[src/pkg/hrxf_pkg.sv]
// Constants for the HDLC receive FIFO readout block.
// Assumes a 32-bit AXI4-Lite register bus with byte addresses.
package hrxf_pkg;
  // Register byte addresses
  localparam int          ADDR_W       = 8;
  localparam logic [7:0]  ADDR_LIVE    = 8'hA0;
  localparam logic [7:0]  ADDR_PEEK    = 8'hAC;
  localparam logic [7:0]  ADDR_CTRL    = 8'hB0;
  localparam logic [7:0]  ADDR_LATCH   = 8'hB4;
  localparam logic [7:0]  ADDR_IEN     = 8'hB8;
  localparam logic [7:0]  ADDR_READOUT = 8'hBC;
  // Event and live status bit positions
  localparam int          BIT_AVAIL    = 0;
  localparam int          BIT_EMPTY    = 1;
  localparam int          BIT_FULL     = 2;
  localparam int          BIT_START    = 3;
  localparam logic [15:0] EVENT_MASK   = 16'h000D;
  // Control register fields
  localparam int          CTRL_REORDER = 3;
  localparam int          CTRL_LEVEL   = 8;
  localparam int          LEVEL_W      = 5;
  localparam logic [15:0] CTRL_RESET   = 16'h0800;
  localparam logic [15:0] CTRL_MASK    = 16'h1F08;
  localparam int          GROUP_SHIFT  = 3;
  // Readout register fields
  localparam int          DATA_POS     = 8;
  localparam int          STAT_POS     = 1;
  localparam int          VALID_POS    = 0;
  localparam int          STAT_W       = 3;
  localparam int          BYTE_W       = 8;
  localparam int          FIFO_DEPTH   = 256;
  // Bus responses
  localparam logic [1:0]  RESP_OKAY    = 2'h0;
  localparam logic [1:0]  RESP_SLVERR  = 2'h2;

  typedef enum logic [2:0] {
    HRXF_MIDDLE    = 3'h0,
    HRXF_START     = 3'h1,
    HRXF_RSVD_2    = 3'h2,
    HRXF_RSVD_3    = 3'h3,
    HRXF_END_GOOD  = 3'h4,
    HRXF_END_FCS   = 3'h5,
    HRXF_END_BAD   = 3'h6,
    HRXF_END_ABORT = 3'h7
  } hrxf_status_e;
endpackage

[src/pkg/hrxf_fifo_if.sv]
// Carrier between the readout logic and the FIFO store.
// Assumes both ends share one clock.
interface hrxf_fifo_if #(
  parameter int DW = 11,
  parameter int CW = 9
);
  logic          wr_valid;
  logic          wr_ready;
  logic [DW-1:0] wr_data;
  logic          rd_pop;
  logic [DW-1:0] rd_data;
  logic          rd_avail;
  logic [CW-1:0] count;
  logic          full;

  modport store (
    input  wr_valid, wr_data, rd_pop,
    output wr_ready, rd_data, rd_avail, count, full
  );
  modport user (
    output wr_valid, wr_data, rd_pop,
    input  wr_ready, rd_data, rd_avail, count, full
  );
endinterface

[src/core/hrxf_fifo.sv]
// Receive FIFO store: entries of packet status plus data byte.
// Pops from the user while rd_avail is low are ignored.
module hrxf_fifo #(
  parameter int DEPTH = 256,
  parameter int DW    = 11,
  parameter int CW    = 9
) (
  // Clock and reset
  input  wire logic       clk,
  input  wire logic       rst_n,
  // Both sides
  hrxf_fifo_if.store      fif
);
  localparam int AW = $clog2(DEPTH);

  logic [DW-1:0] mem [DEPTH];
  logic [AW-1:0] wr_ptr_q;
  logic [AW-1:0] rd_ptr_q;
  logic [CW-1:0] count_q;
  logic [CW-1:0] count_d;
  wire           do_wr;
  wire           do_rd;

  assign fif.full     = (count_q == CW'(DEPTH));
  assign fif.wr_ready = !fif.full;
  assign fif.rd_avail = (count_q != '0);
  assign fif.rd_data  = mem[rd_ptr_q];
  assign fif.count    = count_q;
  assign do_wr        = fif.wr_valid && fif.wr_ready;
  // Pop on empty is ignored, pointers stay put
  assign do_rd        = fif.rd_pop && fif.rd_avail;
  assign count_d      = count_q + CW'(do_wr) - CW'(do_rd);

  always_ff @(posedge clk)
  begin
    if (do_wr)
    begin
      mem[wr_ptr_q] <= fif.wr_data;
    end
  end

  always_ff @(posedge clk or negedge rst_n)
  begin
    if (!rst_n)
    begin
      wr_ptr_q <= '0;
      rd_ptr_q <= '0;
      count_q  <= '0;
    end
    else
    begin
      wr_ptr_q <= wr_ptr_q + AW'(do_wr);
      rd_ptr_q <= rd_ptr_q + AW'(do_rd);
      count_q  <= count_d;
    end
  end
endmodule

[src/core/hrxf_readout.sv]
// HDLC receive FIFO readout with AXI4-Lite registers and event interrupt.
// Assumes the receiver writes entries on CLK and the global port
// interrupt enable arrives as a level on CLK.
//
// Summary of operation
// Start interrupt needs latch, enable, global enable.
// Full interrupt needs latch, enable, global enable.
// Available interrupt needs latch, enable, global enable.
// Upper byte read advances to next entry.
// Lower byte shows status of next data.
// Host checks valid before reading data byte.
// Data in bits 15:8, reorder picks order.
// Status bits 3:1, middle 000, start 001.
// End codes 100 good to 111 aborted.
// Bit 0 high only when byte valid.
// Start latch sets on start entry write.
// Full latch sets on full rising edge.
// Available latch sets on available rising edge.
// Available when count reaches level times eight.
// Bits 7:4 zero, valid zero after reset.
// Empty read leaves FIFO untouched.
module hrxf_readout #(
  parameter int DEPTH = hrxf_pkg::FIFO_DEPTH
) (
  // Clock and reset
  input  wire logic        CLK,
  input  wire logic        RST_N,
  // AXI4-Lite write address
  input  wire logic [7:0]  AWADDR,
  input  wire logic        AWVALID,
  output logic             AWREADY,
  // AXI4-Lite write data
  input  wire logic [31:0] WDATA,
  input  wire logic [3:0]  WSTRB,
  input  wire logic        WVALID,
  output logic             WREADY,
  // AXI4-Lite write response
  output logic [1:0]       BRESP,
  output logic             BVALID,
  input  wire logic        BREADY,
  // AXI4-Lite read address
  input  wire logic [7:0]  ARADDR,
  input  wire logic        ARVALID,
  output logic             ARREADY,
  // AXI4-Lite read data
  output logic [31:0]      RDATA,
  output logic [1:0]       RRESP,
  output logic             RVALID,
  input  wire logic        RREADY,
  // Receiver write side
  input  wire logic        RX_WR_VALID,
  input  wire logic [7:0]  RX_WR_BYTE,
  input  wire logic [2:0]  RX_WR_STATUS,
  output logic             RX_WR_READY,
  // Interrupt
  input  wire logic        PORT_IRQ_ENABLE,
  output logic             IRQ
);
  localparam int DW = hrxf_pkg::STAT_W + hrxf_pkg::BYTE_W;
  localparam int CW = $clog2(DEPTH) + 1;
  localparam int LB_W = hrxf_pkg::LEVEL_W + hrxf_pkg::GROUP_SHIFT;

  // Reverse bit order of a byte
  function automatic logic [7:0] reverse_byte(input logic [7:0] b);
    logic [7:0] r;
    r = '0;
    for (int i = 0; i < 8; i++)
    begin
      r[i] = b[7-i];
    end
    return r;
  endfunction

  // Apply byte strobes to a 16-bit register
  function automatic logic [15:0] strobe16(
    input logic [15:0] old,
    input logic [31:0] wd,
    input logic [3:0]  st
  );
    logic [15:0] r;
    r = old;
    if (st[0])
    begin
      r[7:0] = wd[7:0];
    end
    if (st[1])
    begin
      r[15:8] = wd[15:8];
    end
    return r;
  endfunction

  hrxf_fifo_if #(.DW(DW), .CW(CW)) fif ();

  hrxf_fifo #(
    .DEPTH (DEPTH),
    .DW    (DW),
    .CW    (CW)
  ) u_fifo (
    .clk   (CLK),
    .rst_n (RST_N),
    .fif   (fif.store)
  );

  // Registers
  logic [15:0] ctrl_q;
  logic [15:0] ien_q;
  logic [15:0] latch_q;
  logic [15:0] latch_d;
  logic        full_prev_q;
  logic        avail_prev_q;
  logic        aw_held_q;
  logic        w_held_q;
  logic [7:0]  awaddr_q;
  logic [31:0] wdata_q;
  logic [3:0]  wstrb_q;
  logic        bvalid_q;
  logic [1:0]  bresp_q;
  logic        rvalid_q;
  logic [31:0] rdata_q;
  logic [1:0]  rresp_q;

  // Receiver side
  wire         wr_take;
  wire         start_evt;
  wire         full_live;
  wire         avail_live;
  wire         full_evt;
  wire         avail_evt;
  wire [LB_W-1:0] level_bytes;
  wire [hrxf_pkg::LEVEL_W-1:0] level;

  assign fif.wr_valid = RX_WR_VALID;
  assign fif.wr_data  = {RX_WR_STATUS, RX_WR_BYTE};
  assign RX_WR_READY  = fif.wr_ready;
  assign wr_take      = RX_WR_VALID && fif.wr_ready;
  assign start_evt    = wr_take
                      && (RX_WR_STATUS == hrxf_pkg::HRXF_START);
  assign level        = ctrl_q[hrxf_pkg::CTRL_LEVEL +: hrxf_pkg::LEVEL_W];
  assign level_bytes  = LB_W'(level) << hrxf_pkg::GROUP_SHIFT;
  // Wide compare: the level may exceed what a small store can count
  assign avail_live   = (32'(fif.count) >= 32'(level_bytes));
  assign full_live    = fif.full;
  assign full_evt     = full_live && !full_prev_q;
  assign avail_evt    = avail_live && !avail_prev_q;

  // Presented entry
  wire [7:0]   raw_byte;
  wire [2:0]   raw_stat;
  wire         entry_valid;
  wire [7:0]   shown_byte;
  wire [2:0]   shown_stat;
  wire [15:0]  readout_word;

  assign raw_byte     = fif.rd_data[7:0];
  assign raw_stat     = fif.rd_data[10:8];
  assign entry_valid  = fif.rd_avail;
  // First received bit sits in bit 0 unless reordered to bit 7
  assign shown_byte   = !entry_valid ? 8'h00
                      : ctrl_q[hrxf_pkg::CTRL_REORDER] ? reverse_byte(raw_byte)
                      : raw_byte;
  assign shown_stat   = entry_valid ? raw_stat : 3'h0;
  // Status and valid belong to the byte returned with them
  assign readout_word = {shown_byte, 4'h0, shown_stat, entry_valid};

  // Read channel decode
  wire         rd_take;
  wire         rd_hit_readout;
  wire         rd_mapped;
  wire [31:0]  rd_mux;
  wire [15:0]  live_word;

  assign live_word = (16'(avail_live) << hrxf_pkg::BIT_AVAIL)
                   | (16'(!fif.rd_avail) << hrxf_pkg::BIT_EMPTY)
                   | (16'(full_live) << hrxf_pkg::BIT_FULL);
  assign ARREADY        = !rvalid_q;
  assign rd_take        = ARVALID && !rvalid_q;
  assign rd_hit_readout = (ARADDR[7:2] == hrxf_pkg::ADDR_READOUT[7:2]);
  assign rd_mapped      = rd_hit_readout
                        || (ARADDR[7:2] == hrxf_pkg::ADDR_PEEK[7:2])
                        || (ARADDR[7:2] == hrxf_pkg::ADDR_LIVE[7:2])
                        || (ARADDR[7:2] == hrxf_pkg::ADDR_CTRL[7:2])
                        || (ARADDR[7:2] == hrxf_pkg::ADDR_LATCH[7:2])
                        || (ARADDR[7:2] == hrxf_pkg::ADDR_IEN[7:2]);
  assign rd_mux =
      (rd_hit_readout
       || ARADDR[7:2] == hrxf_pkg::ADDR_PEEK[7:2]) ? {16'h0000, readout_word}
    : (ARADDR[7:2] == hrxf_pkg::ADDR_LIVE[7:2])  ? {16'h0000, live_word}
    : (ARADDR[7:2] == hrxf_pkg::ADDR_CTRL[7:2])  ? {16'h0000, ctrl_q}
    : (ARADDR[7:2] == hrxf_pkg::ADDR_LATCH[7:2]) ? {16'h0000, latch_q}
    : (ARADDR[7:2] == hrxf_pkg::ADDR_IEN[7:2])   ? {16'h0000, ien_q}
    : 32'h0000_0000;
  // Every data read requests a pop; the store ignores it when no entry is valid
  assign fif.rd_pop = rd_take && rd_hit_readout;

  // Write channel
  wire         wr_do;
  wire [7:0]   wr_addr;
  wire         wr_mapped;
  wire         wr_ctrl;
  wire         wr_latch;
  wire         wr_ien;
  wire [15:0]  w1c_bits;

  assign AWREADY   = !aw_held_q && !bvalid_q;
  assign WREADY    = !w_held_q && !bvalid_q;
  assign wr_do     = aw_held_q && w_held_q && !bvalid_q;
  assign wr_addr   = awaddr_q;
  assign wr_ctrl   = wr_do && (wr_addr[7:2] == hrxf_pkg::ADDR_CTRL[7:2]);
  assign wr_latch  = wr_do && (wr_addr[7:2] == hrxf_pkg::ADDR_LATCH[7:2]);
  assign wr_ien    = wr_do && (wr_addr[7:2] == hrxf_pkg::ADDR_IEN[7:2]);
  assign wr_mapped = (wr_addr[7:2] == hrxf_pkg::ADDR_CTRL[7:2])
                   || (wr_addr[7:2] == hrxf_pkg::ADDR_LATCH[7:2])
                   || (wr_addr[7:2] == hrxf_pkg::ADDR_IEN[7:2])
                   || (wr_addr[7:2] == hrxf_pkg::ADDR_READOUT[7:2])
                   || (wr_addr[7:2] == hrxf_pkg::ADDR_PEEK[7:2])
                   || (wr_addr[7:2] == hrxf_pkg::ADDR_LIVE[7:2]);
  assign w1c_bits  = wr_latch ? strobe16(16'h0000, wdata_q, wstrb_q) : 16'h0000;

  // Sticky events: a new event wins over a same-cycle clear
  wire [15:0]  evt_bits;
  assign evt_bits = (16'(avail_evt) << hrxf_pkg::BIT_AVAIL)
                  | (16'(full_evt) << hrxf_pkg::BIT_FULL)
                  | (16'(start_evt) << hrxf_pkg::BIT_START);
  assign latch_d = ((latch_q & ~w1c_bits) | evt_bits) & hrxf_pkg::EVENT_MASK;

  // Interrupt gated per source and by the port enable
  assign IRQ = PORT_IRQ_ENABLE
             && ((latch_q[hrxf_pkg::BIT_START] && ien_q[hrxf_pkg::BIT_START])
              || (latch_q[hrxf_pkg::BIT_FULL] && ien_q[hrxf_pkg::BIT_FULL])
              || (latch_q[hrxf_pkg::BIT_AVAIL] && ien_q[hrxf_pkg::BIT_AVAIL]));

  assign BVALID = bvalid_q;
  assign BRESP  = bresp_q;
  assign RVALID = rvalid_q;
  assign RDATA  = rdata_q;
  assign RRESP  = rresp_q;

  always_ff @(posedge CLK or negedge RST_N)
  begin
    if (!RST_N)
    begin
      ctrl_q       <= hrxf_pkg::CTRL_RESET;
      ien_q        <= 16'h0000;
      latch_q      <= 16'h0000;
      full_prev_q  <= 1'b0;
      avail_prev_q <= 1'b0;
    end
    else
    begin
      if (wr_ctrl)
      begin
        ctrl_q <= strobe16(ctrl_q, wdata_q, wstrb_q) & hrxf_pkg::CTRL_MASK;
      end
      if (wr_ien)
      begin
        ien_q <= strobe16(ien_q, wdata_q, wstrb_q) & hrxf_pkg::EVENT_MASK;
      end
      latch_q      <= latch_d;
      full_prev_q  <= full_live;
      avail_prev_q <= avail_live;
    end
  end

  always_ff @(posedge CLK or negedge RST_N)
  begin
    if (!RST_N)
    begin
      aw_held_q <= 1'b0;
      w_held_q  <= 1'b0;
      awaddr_q  <= 8'h00;
      wdata_q   <= 32'h0000_0000;
      wstrb_q   <= 4'h0;
      bvalid_q  <= 1'b0;
      bresp_q   <= hrxf_pkg::RESP_OKAY;
    end
    else
    begin
      if (AWVALID && AWREADY)
      begin
        aw_held_q <= 1'b1;
        awaddr_q  <= AWADDR;
      end
      if (WVALID && WREADY)
      begin
        w_held_q <= 1'b1;
        wdata_q  <= WDATA;
        wstrb_q  <= WSTRB;
      end
      if (wr_do)
      begin
        aw_held_q <= 1'b0;
        w_held_q  <= 1'b0;
        bvalid_q  <= 1'b1;
        bresp_q   <= wr_mapped ? hrxf_pkg::RESP_OKAY : hrxf_pkg::RESP_SLVERR;
      end
      else if (bvalid_q && BREADY)
      begin
        bvalid_q <= 1'b0;
      end
    end
  end

  always_ff @(posedge CLK or negedge RST_N)
  begin
    if (!RST_N)
    begin
      rvalid_q <= 1'b0;
      rdata_q  <= 32'h0000_0000;
      rresp_q  <= hrxf_pkg::RESP_OKAY;
    end
    else if (rd_take)
    begin
      rvalid_q <= 1'b1;
      rdata_q  <= rd_mux;
      rresp_q  <= rd_mapped ? hrxf_pkg::RESP_OKAY : hrxf_pkg::RESP_SLVERR;
    end
    else if (rvalid_q && RREADY)
    begin
      rvalid_q <= 1'b0;
    end
  end
endmodule

[config.mk]
export PLATFORM = sky130hd
export DESIGN_NAME = hrxf_readout
export DESIGN_NICKNAME = d
export VERILOG_FILES = /design/src/pkg/hrxf_pkg.sv /design/src/pkg/hrxf_fifo_if.sv /design/src/core/hrxf_fifo.sv /design/src/core/hrxf_readout.sv
export SDC_FILE = /design/constraint.sdc
export NUM_CORES = 2
export LEC_CHECK = 0
export BUFFER_PORTS_ARGS = -buffer_cell sky130_fd_sc_hd__buf_2
export CORE_ASPECT_RATIO = 0.7
export CORE_MARGIN = 8
export CORE_UTILIZATION = 25
export CTS_CLUSTER_SIZE = 40
export DETAILED_ROUTE_END_ITERATION = 16
export PLACE_DENSITY_LB_ADDON = 0.05
export SYNTH_ARGS = -nofsm -noshare
export SYNTH_HDL_FRONTEND = slang
export SYNTH_HIERARCHICAL = 1
export SYNTH_SLANG_ARGS = --single-unit
[constraint.sdc]
create_clock -name CLK -period 5.7 [get_ports CLK]
set_input_delay 0.855 -clock CLK [delete_from_list [all_inputs] [get_ports CLK]]
set_output_delay 0.855 -clock CLK [all_outputs]
set_load 0.02 [all_outputs]
; Word level (Yosys, flattened, before mapping)
; Memory sizes are Yosys's and may differ from the RTL's.
; Index checks and enable logic that the tools add are counted.
[classes]
n_addsub = 4
n_mul = 0
n_div = 0
order_cmp = 1
eq_ne = 14
shift = 0
muxes = 22
bitwise_logic = 7
reduce_logical = 50
[ops]
columns = operator, count
row1 = "equality test 6 bit, second input constant", 12
row2 = two-way mux 13 bit, 2
row3 = logical AND 1 bit, 22
row4 = adder 8 x 1 -> 8 bit, 2
row5 = two-way mux 16 bit, 1
row6 = two-way mux 4 bit, 4
row7 = two-way mux 8 bit, 2
row8 = logical OR 1 bit, 12
row9 = two-way mux 1 bit, 10
row10 = adder 9 x 1 -> 9 bit, 1
row11 = "equality test 9 bit, second input constant", 1
row12 = >= comparator 9 x 8 -> 1 bit, 1
row13 = nonzero test 9 bit, 1
row14 = subtractor 9 x 1 -> 9 bit, 1
row15 = zero test 1 bit, 8
row16 = nonzero test 2 bit, 4
row17 = AND reduction 2 bit, 3
row18 = bitwise AND 4 bit, 1
row19 = two-way mux 2 bit, 2
row20 = inverter 4 bit, 1
row21 = bitwise OR 3 x 4 -> 4 bit, 1
row22 = bitwise OR 4 bit, 1
row23 = "equality test 3 x 1 -> 1 bit, second input constant", 1
row24 = two-way mux 3 bit, 1
row25 = other kinds (3), 3
[word_totals]
regBits = 102
latch_bits = 0
ramBits = 2816
mem_bits_ro = 0
input_bits = 72
output_inout_bits = 43
word_cells = 118
memories = 1
[memory_table]
columns = name, words, word_bits, rd, rd_ports_with_merged_regs, wr, line_no
row1 = u_fifo.mem, 256, 11, 1, 0, 1, hrxf_fifo.sv:16  ; logic [DW-1:0] mem [DEPTH];

; Depth between registers and ports, before layout
[logic_depth]
ltp_word = 7
mapped_depth = 19
mapped_depth_nobuf = 19

; Modules after synthesis
; The synthesis kept the hierarchy.
[by_module_without_submodules]
columns = module, instances, cells_each, area_each_um2
row1 = hrxf_fifo, 1, 5197, 111029.0
row2 = hrxf_readout, 1, 231, 2518.7

; Worst setup path before layout
; No wires, ideal clock.
[synth_path]
path_kind = input to register
from = input port ARADDR[4]
to = register u_fifo.count_q[8], in the netlist u_fifo/fif.count[8]
arrival_ns = 3.325
required_time_ns = 5.575
setup_slack_ns = 2.250
stages = 17
path_buffers = 1
cell_sequence = and4b_1 > buf_2 > and4_1 > and2_1 > ha_1 > inv_1 > ha_1 > inv_1 > fa_1 > nand2b_1 > a21oi_1 > o21ai_0 > a21oi_1 > o21ai_0 > a21oi_1 > nor2_1 > xnor2_1
[synth_between]
elab_chain_cells = 4
[synth_lines]
columns = element, line_no
row1 = "start, declared", hrxf_readout.sv:42  ; input wire logic [7:0] ARADDR,
row2 = equality test 6 bit, hrxf_readout.sv:178  ; assign rd_hit_readout = (ARADDR[7:2] == hrxf_pkg::ADDR_READOUT[7:2]);
row3 = logical AND 1 bit, hrxf_readout.sv:194  ; assign fif.rd_pop = rd_take && rd_hit_readout;
row4 = net fif.rd_pop, hrxf_fifo_if.sv:10  ; logic rd_pop;
row5 = logical AND 1 bit, hrxf_fifo.sv:31  ; assign do_rd = fif.rd_pop && fif.rd_avail;
row6 = subtractor 9 x 1 -> 9 bit, hrxf_fifo.sv:32  ; assign count_d = count_q + CW'(do_wr) - CW'(do_rd);
row7 = net u_fifo.count_d[8], hrxf_fifo.sv:20  ; logic [CW-1:0] count_d;
row8 = "end signal, assigned", hrxf_fifo.sv:54  ; count_q <= count_d;
row9 = "end, declared", hrxf_fifo.sv:19  ; logic [CW-1:0] count_q;
; The timed path passes the listed nets, and every way through them passes these cells.
; A chain may end at the register's enable or synchronous reset.

; Final worst setup path
[layout_path]
from = register u_fifo.rd_ptr_q[1]
to = register rdata_q[10], in the netlist RDATA[10]
[layout_between]
elab_chain_cells = 4
[layout_lines]
columns = element, line_no
row1 = "start, declared", hrxf_fifo.sv:18  ; logic [AW-1:0] rd_ptr_q;
row2 = "start signal, assigned", hrxf_fifo.sv:53  ; rd_ptr_q <= rd_ptr_q + AW'(do_rd);
row3 = memory (256 x 11 bit), --
row4 = net fif.rd_data[2], hrxf_fifo_if.sv:11  ; logic [DW-1:0] rd_data;
row5 = two-way mux 8 bit, hrxf_readout.sv:160  ; : ctrl_q[hrxf_pkg::CTRL_REORDER] ? reverse_byte(raw_byte)
row6 = two-way mux 8 bit, hrxf_readout.sv:159  ; assign shown_byte = !entry_valid ? 8'h00
row7 = two-way mux 16 bit, hrxf_readout.sv:187  ; || ARADDR[7:2] == hrxf_pkg::ADDR_PEEK[7:2]) ? {16'h0000, readout_word}
row8 = "end signal, assigned", hrxf_readout.sv:315  ; rdata_q <= rd_mux;
row9 = "end, declared", hrxf_readout.sv:120  ; logic [31:0] rdata_q;
; The timed path passes the listed nets, and every way through them passes these cells.

==> summary.txt <==
Run status
  • Status: complete, no violations

Global routing
  • Initial antenna violation count: 61
  • Vias in the first global route: 57955
  • First-pass GRT wire length: 533 mm
  • Global Route Usage Sum: 0.161
  • Maximum number of pins on one net before global-route repair: 161
  • GRT overflow: 0

STA
  • Final worst slack: 0.989 ns
  • Setup TNS: 0 ns
  • RSZ-0062 raised after global routing: false
  • Final hold violation count: 0
  • Worst-Margin Slew: 1.38 ns
  • Hold Slack: 0.138 ns
  • Fmax: 0.212 GHz
  • Rel. slew slack: 0.0798
  • Setup Skew: 0.0355 ns
  • Minimum clock period: 4.71 ns
  • Slew Viols, Final: 0
  • Period utilisation layout: 0.826
  • Final setup fails: 0

Floorplanning
  • Core region area: 0.453 mm²
  • Initial core utilization: 0.251
  • Die Height: 580 µm
  • Full die area: 0.476 mm²
  • Num ports: 115
  • Die Wd: 822 µm
  • Num rows: 207

Yosys
  • Warnings from Yosys: 6
  • EDFF count, synth: 2816
  • Mapped cell area: 0.114 mm²
  • Seq cells post-synth: 2889
  • Main synth FF type: edfxtp_1
  • Mean post-synth cell area: 20.9 µm²
  • Sequential share of the synthesized area: 0.761
  • Cells after Synth: 5428
  • Async SR Flop Fraction: 0.0253
  • Synth cell types: 90

Setup path
  • Max FO, Critical Path: 43
  • Setup CP Type: reg2reg
  • Critical Path Start Type: flip-flop
  • R2R setup slack: 0.99 ns
  • Endpoint class of the critical path: flip-flop
  • CP Data Arrival Time: 5.53 ns
  • Crit path required time: 6.52 ns
  • Worst r2r dst: RDATA[10]
  • Reg-to-Reg Start: u_fifo/rd_ptr_q[1]
  • R2R depth: 12

Final layout
  • Syn-to-layout area delta: 17.7%
  • Core Util, Final: 0.295
  • Share of post-route cells with drive strength above 1: 0.275
  • # fillers: 44351
  • # nets final: 6061

Route
  • Drt drc: 0
  • Vias per Instance: 4.63
  • DR iter-0 viols: 5255
  • Routed Antenna Nets: 0
  • DR WL/cell: 32.2 µm
  • Via count: 56887
  • Drt pass-1 iters: 7
  • Final WL: 395 mm

Power and ir drop
  • P_leak: 41.0 nW
  • VDD IR max: 0.230 mV
  • Pwr Total: 49.8 mW
  • Power Dens Cells: 372 mW/mm²

Worst hold path
  • Hold_sp: WDATA[2]
  • Hold WC Path Type: in2reg
  • Cells on Worst Hold Path: 3
  • Hold Crit Endpoint: wdata_q[2]

CTS
  • CTS Buf Count: 316
  • CTS HTree Levels: 5
  • CTS tree: done
  • Clk pin slew, worst setup/hold paths: 0.06 ns
  • Post-CTS Hold Fix Bufs: 3
  • Sink Count: 2889
  • Post-CTS sizing: 0
  • Clock latency on the worst-skew pair: 0.94 ns
  • Clock Path Buffers: 4
  • CTS root buf: clkbuf_16
  • Setup bufs post-CTS: 0

Placed design
  • Port buffer count: 62
  • RePlAce Congestion: 0.743
  • Pre-CTS setup slack: 0.890 ns
  • DP HPWL: 246 mm

Job
  • Max_cap viols: 0
==> layout by cell type, fill, tap and decap left out, types with 25 or more instances in the layout <==
cell          n
nor2_1      302
mux2i_1     318
nor3_1       44
inv_1        36
clkbuf_16   328
clkinv_1     62
a21oi_1      59
clkinv_2     53
edfxtp_1   2816
nand2_1     150
clkbuf_1     77
dfrtp_1      65
buf_12       49
mux4_2      632
a221oi_1     63
buf_2        50
nor2b_1      26
a211oi_1     37
o21ai_1      28
nor2_2       25
a22oi_1      32
buf_4       425
a221o_1      28
nand3_1      60
bufinv_16    26
==> layer usage <==
layer  part of all wire  global-route usage  vias up
met5                  0                   0        -
met4              0.016              0.0268        0
met3              0.055              0.0266      384
met1               0.50               0.253    31499
met2               0.42               0.235     1368
li1                   -                   -    23636
==> stage by stage <==
step / instance area [µm²] / std cells
after floorplan: 114000 / 5449
after global placement: 124000 / 11707
after detailed placement: 124000 / 11707
after CTS: 134000 / 12272
after global routing: 134000 / 12274
final: 134000 / 12291
==> worst max-delay path: stages, from the launching register on <==
cell	delay, ns
dfrtp_4	0.85
buf_12	0.38
buf_4	0.27
mux4_2	0.36
mux4_2	0.48
mux2i_1	0.55
nor2_1	0.10
nor4_1	0.31
buf_4	0.26
o32ai_1	0.20
mux2_2	0.35
a221oi_1	0.29
nor2_1	0.07
==> logic make-up after synthesis <==
logic type / synth area share
DFF: 0.761
muxes: 0.157
and+or+nand+nor: 0.0286
AOI/OAI and AO/OA: 0.0268
buffers and inverters: 0.0222
adders and majority gates: 0.00249
xor gates and xnor gates: 0.00162
other: 0.0000330
==> synthesized netlist by cell type, types with 5 or more instances <==
cell type | count | area, µm²
or2_2 | 5 | 31.3
mux2_1 | 13 | 146
a21oi_1 | 59 | 295
nand2_1 | 169 | 634
mux4_2 | 632 | 14200
a22o_1 | 13 | 114
o211ai_1 | 6 | 45.0
xnor2_1 | 16 | 140
buf_1 | 30 | 113
a311oi_1 | 8 | 70.1
a221o_1 | 28 | 280
buf_8 | 20 | 300
nor3_1 | 46 | 230
a21o_1 | 5 | 37.5
edfxtp_1 | 2816 | 84600
inv_1 | 36 | 135
clkbuf_1 | 114 | 428
nand2b_1 | 14 | 87.6
a22oi_1 | 32 | 240
nand3_1 | 60 | 300
o21ai_0 | 24 | 120
o22ai_1 | 21 | 131
and3_1 | 7 | 43.8
dfrtp_1 | 72 | 1800
and2_1 | 8 | 50.1
buf_12 | 21 | 420
mux2_2 | 24 | 270
o221ai_1 | 6 | 52.6
a31oi_1 | 5 | 31.3
o2111ai_1 | 5 | 43.8
a221oi_1 | 63 | 552
mux2i_1 | 318 | 3180
o31ai_1 | 8 | 60.1
o21ai_1 | 28 | 140
nor2_1 | 328 | 1230
buf_2 | 73 | 365
nor2b_1 | 29 | 181
buf_4 | 42 | 315
nand4_1 | 24 | 150
a221oi_2 | 9 | 135
buf_6 | 38 | 428
nor4_1 | 16 | 100
xor2_1 | 5 | 43.8
ha_1 | 21 | 263
a211oi_1 | 37 | 278
==> state kept, by name, summed over array words and instances (netlist names), 2 cells and up <==
name,flops
u_fifo/rd_ptr_q,8
wstrb_q,2
awaddr_q,6
ctrl_q,6
RDATA,12
latch_q,3
u_fifo/wr_ptr_q,8
u_fifo/mem,2816
ien_q,3
u_fifo/fif.count,9
wdata_q,8
==> area by class of cell <==
cell class | count | area [µm²] | share of cell area
antenna | 19 | 47.5 | 0.000356
clock buffer | 405 | 8500 | 0.0636
clock inverter | 157 | 1440 | 0.0108
inverter | 39 | 159 | 0.00119
multi-input combinational | 2183 | 24900 | 0.186
sequential | 2889 | 86400 | 0.647
tap | 6061 | 7580 | 0.0567
timing repair buffer | 538 | 4620 | 0.0345
==> how the worst max path moves through the flow <==
stage               cells after the start               start  slack (ns)                   to
floorplan                              17           ARADDR[4]        2.25  u_fifo/fif.count[8]
global placement                       12  u_fifo/rd_ptr_q[1]        0.90            RDATA[10]
detailed placement                     12  u_fifo/rd_ptr_q[1]        0.89            RDATA[10]
CTS                                    12  u_fifo/rd_ptr_q[1]        0.86            RDATA[10]
global route                           15  u_fifo/rd_ptr_q[0]        0.81             RDATA[8]
finish                                 12  u_fifo/rd_ptr_q[1]        0.99            RDATA[10]
==> power breakdown <==
group / total (mW) / internal, mW / leakage [nW] / switching (mW)
combinational: 5.48 / 2.09 / 9.97 / 3.39
clock: 20.4 / 11.7 / 4.87 / 8.70
sequential: 23.9 / 23.7 / 26.2 / 0.230
Power figures use the tool's default switching activity.
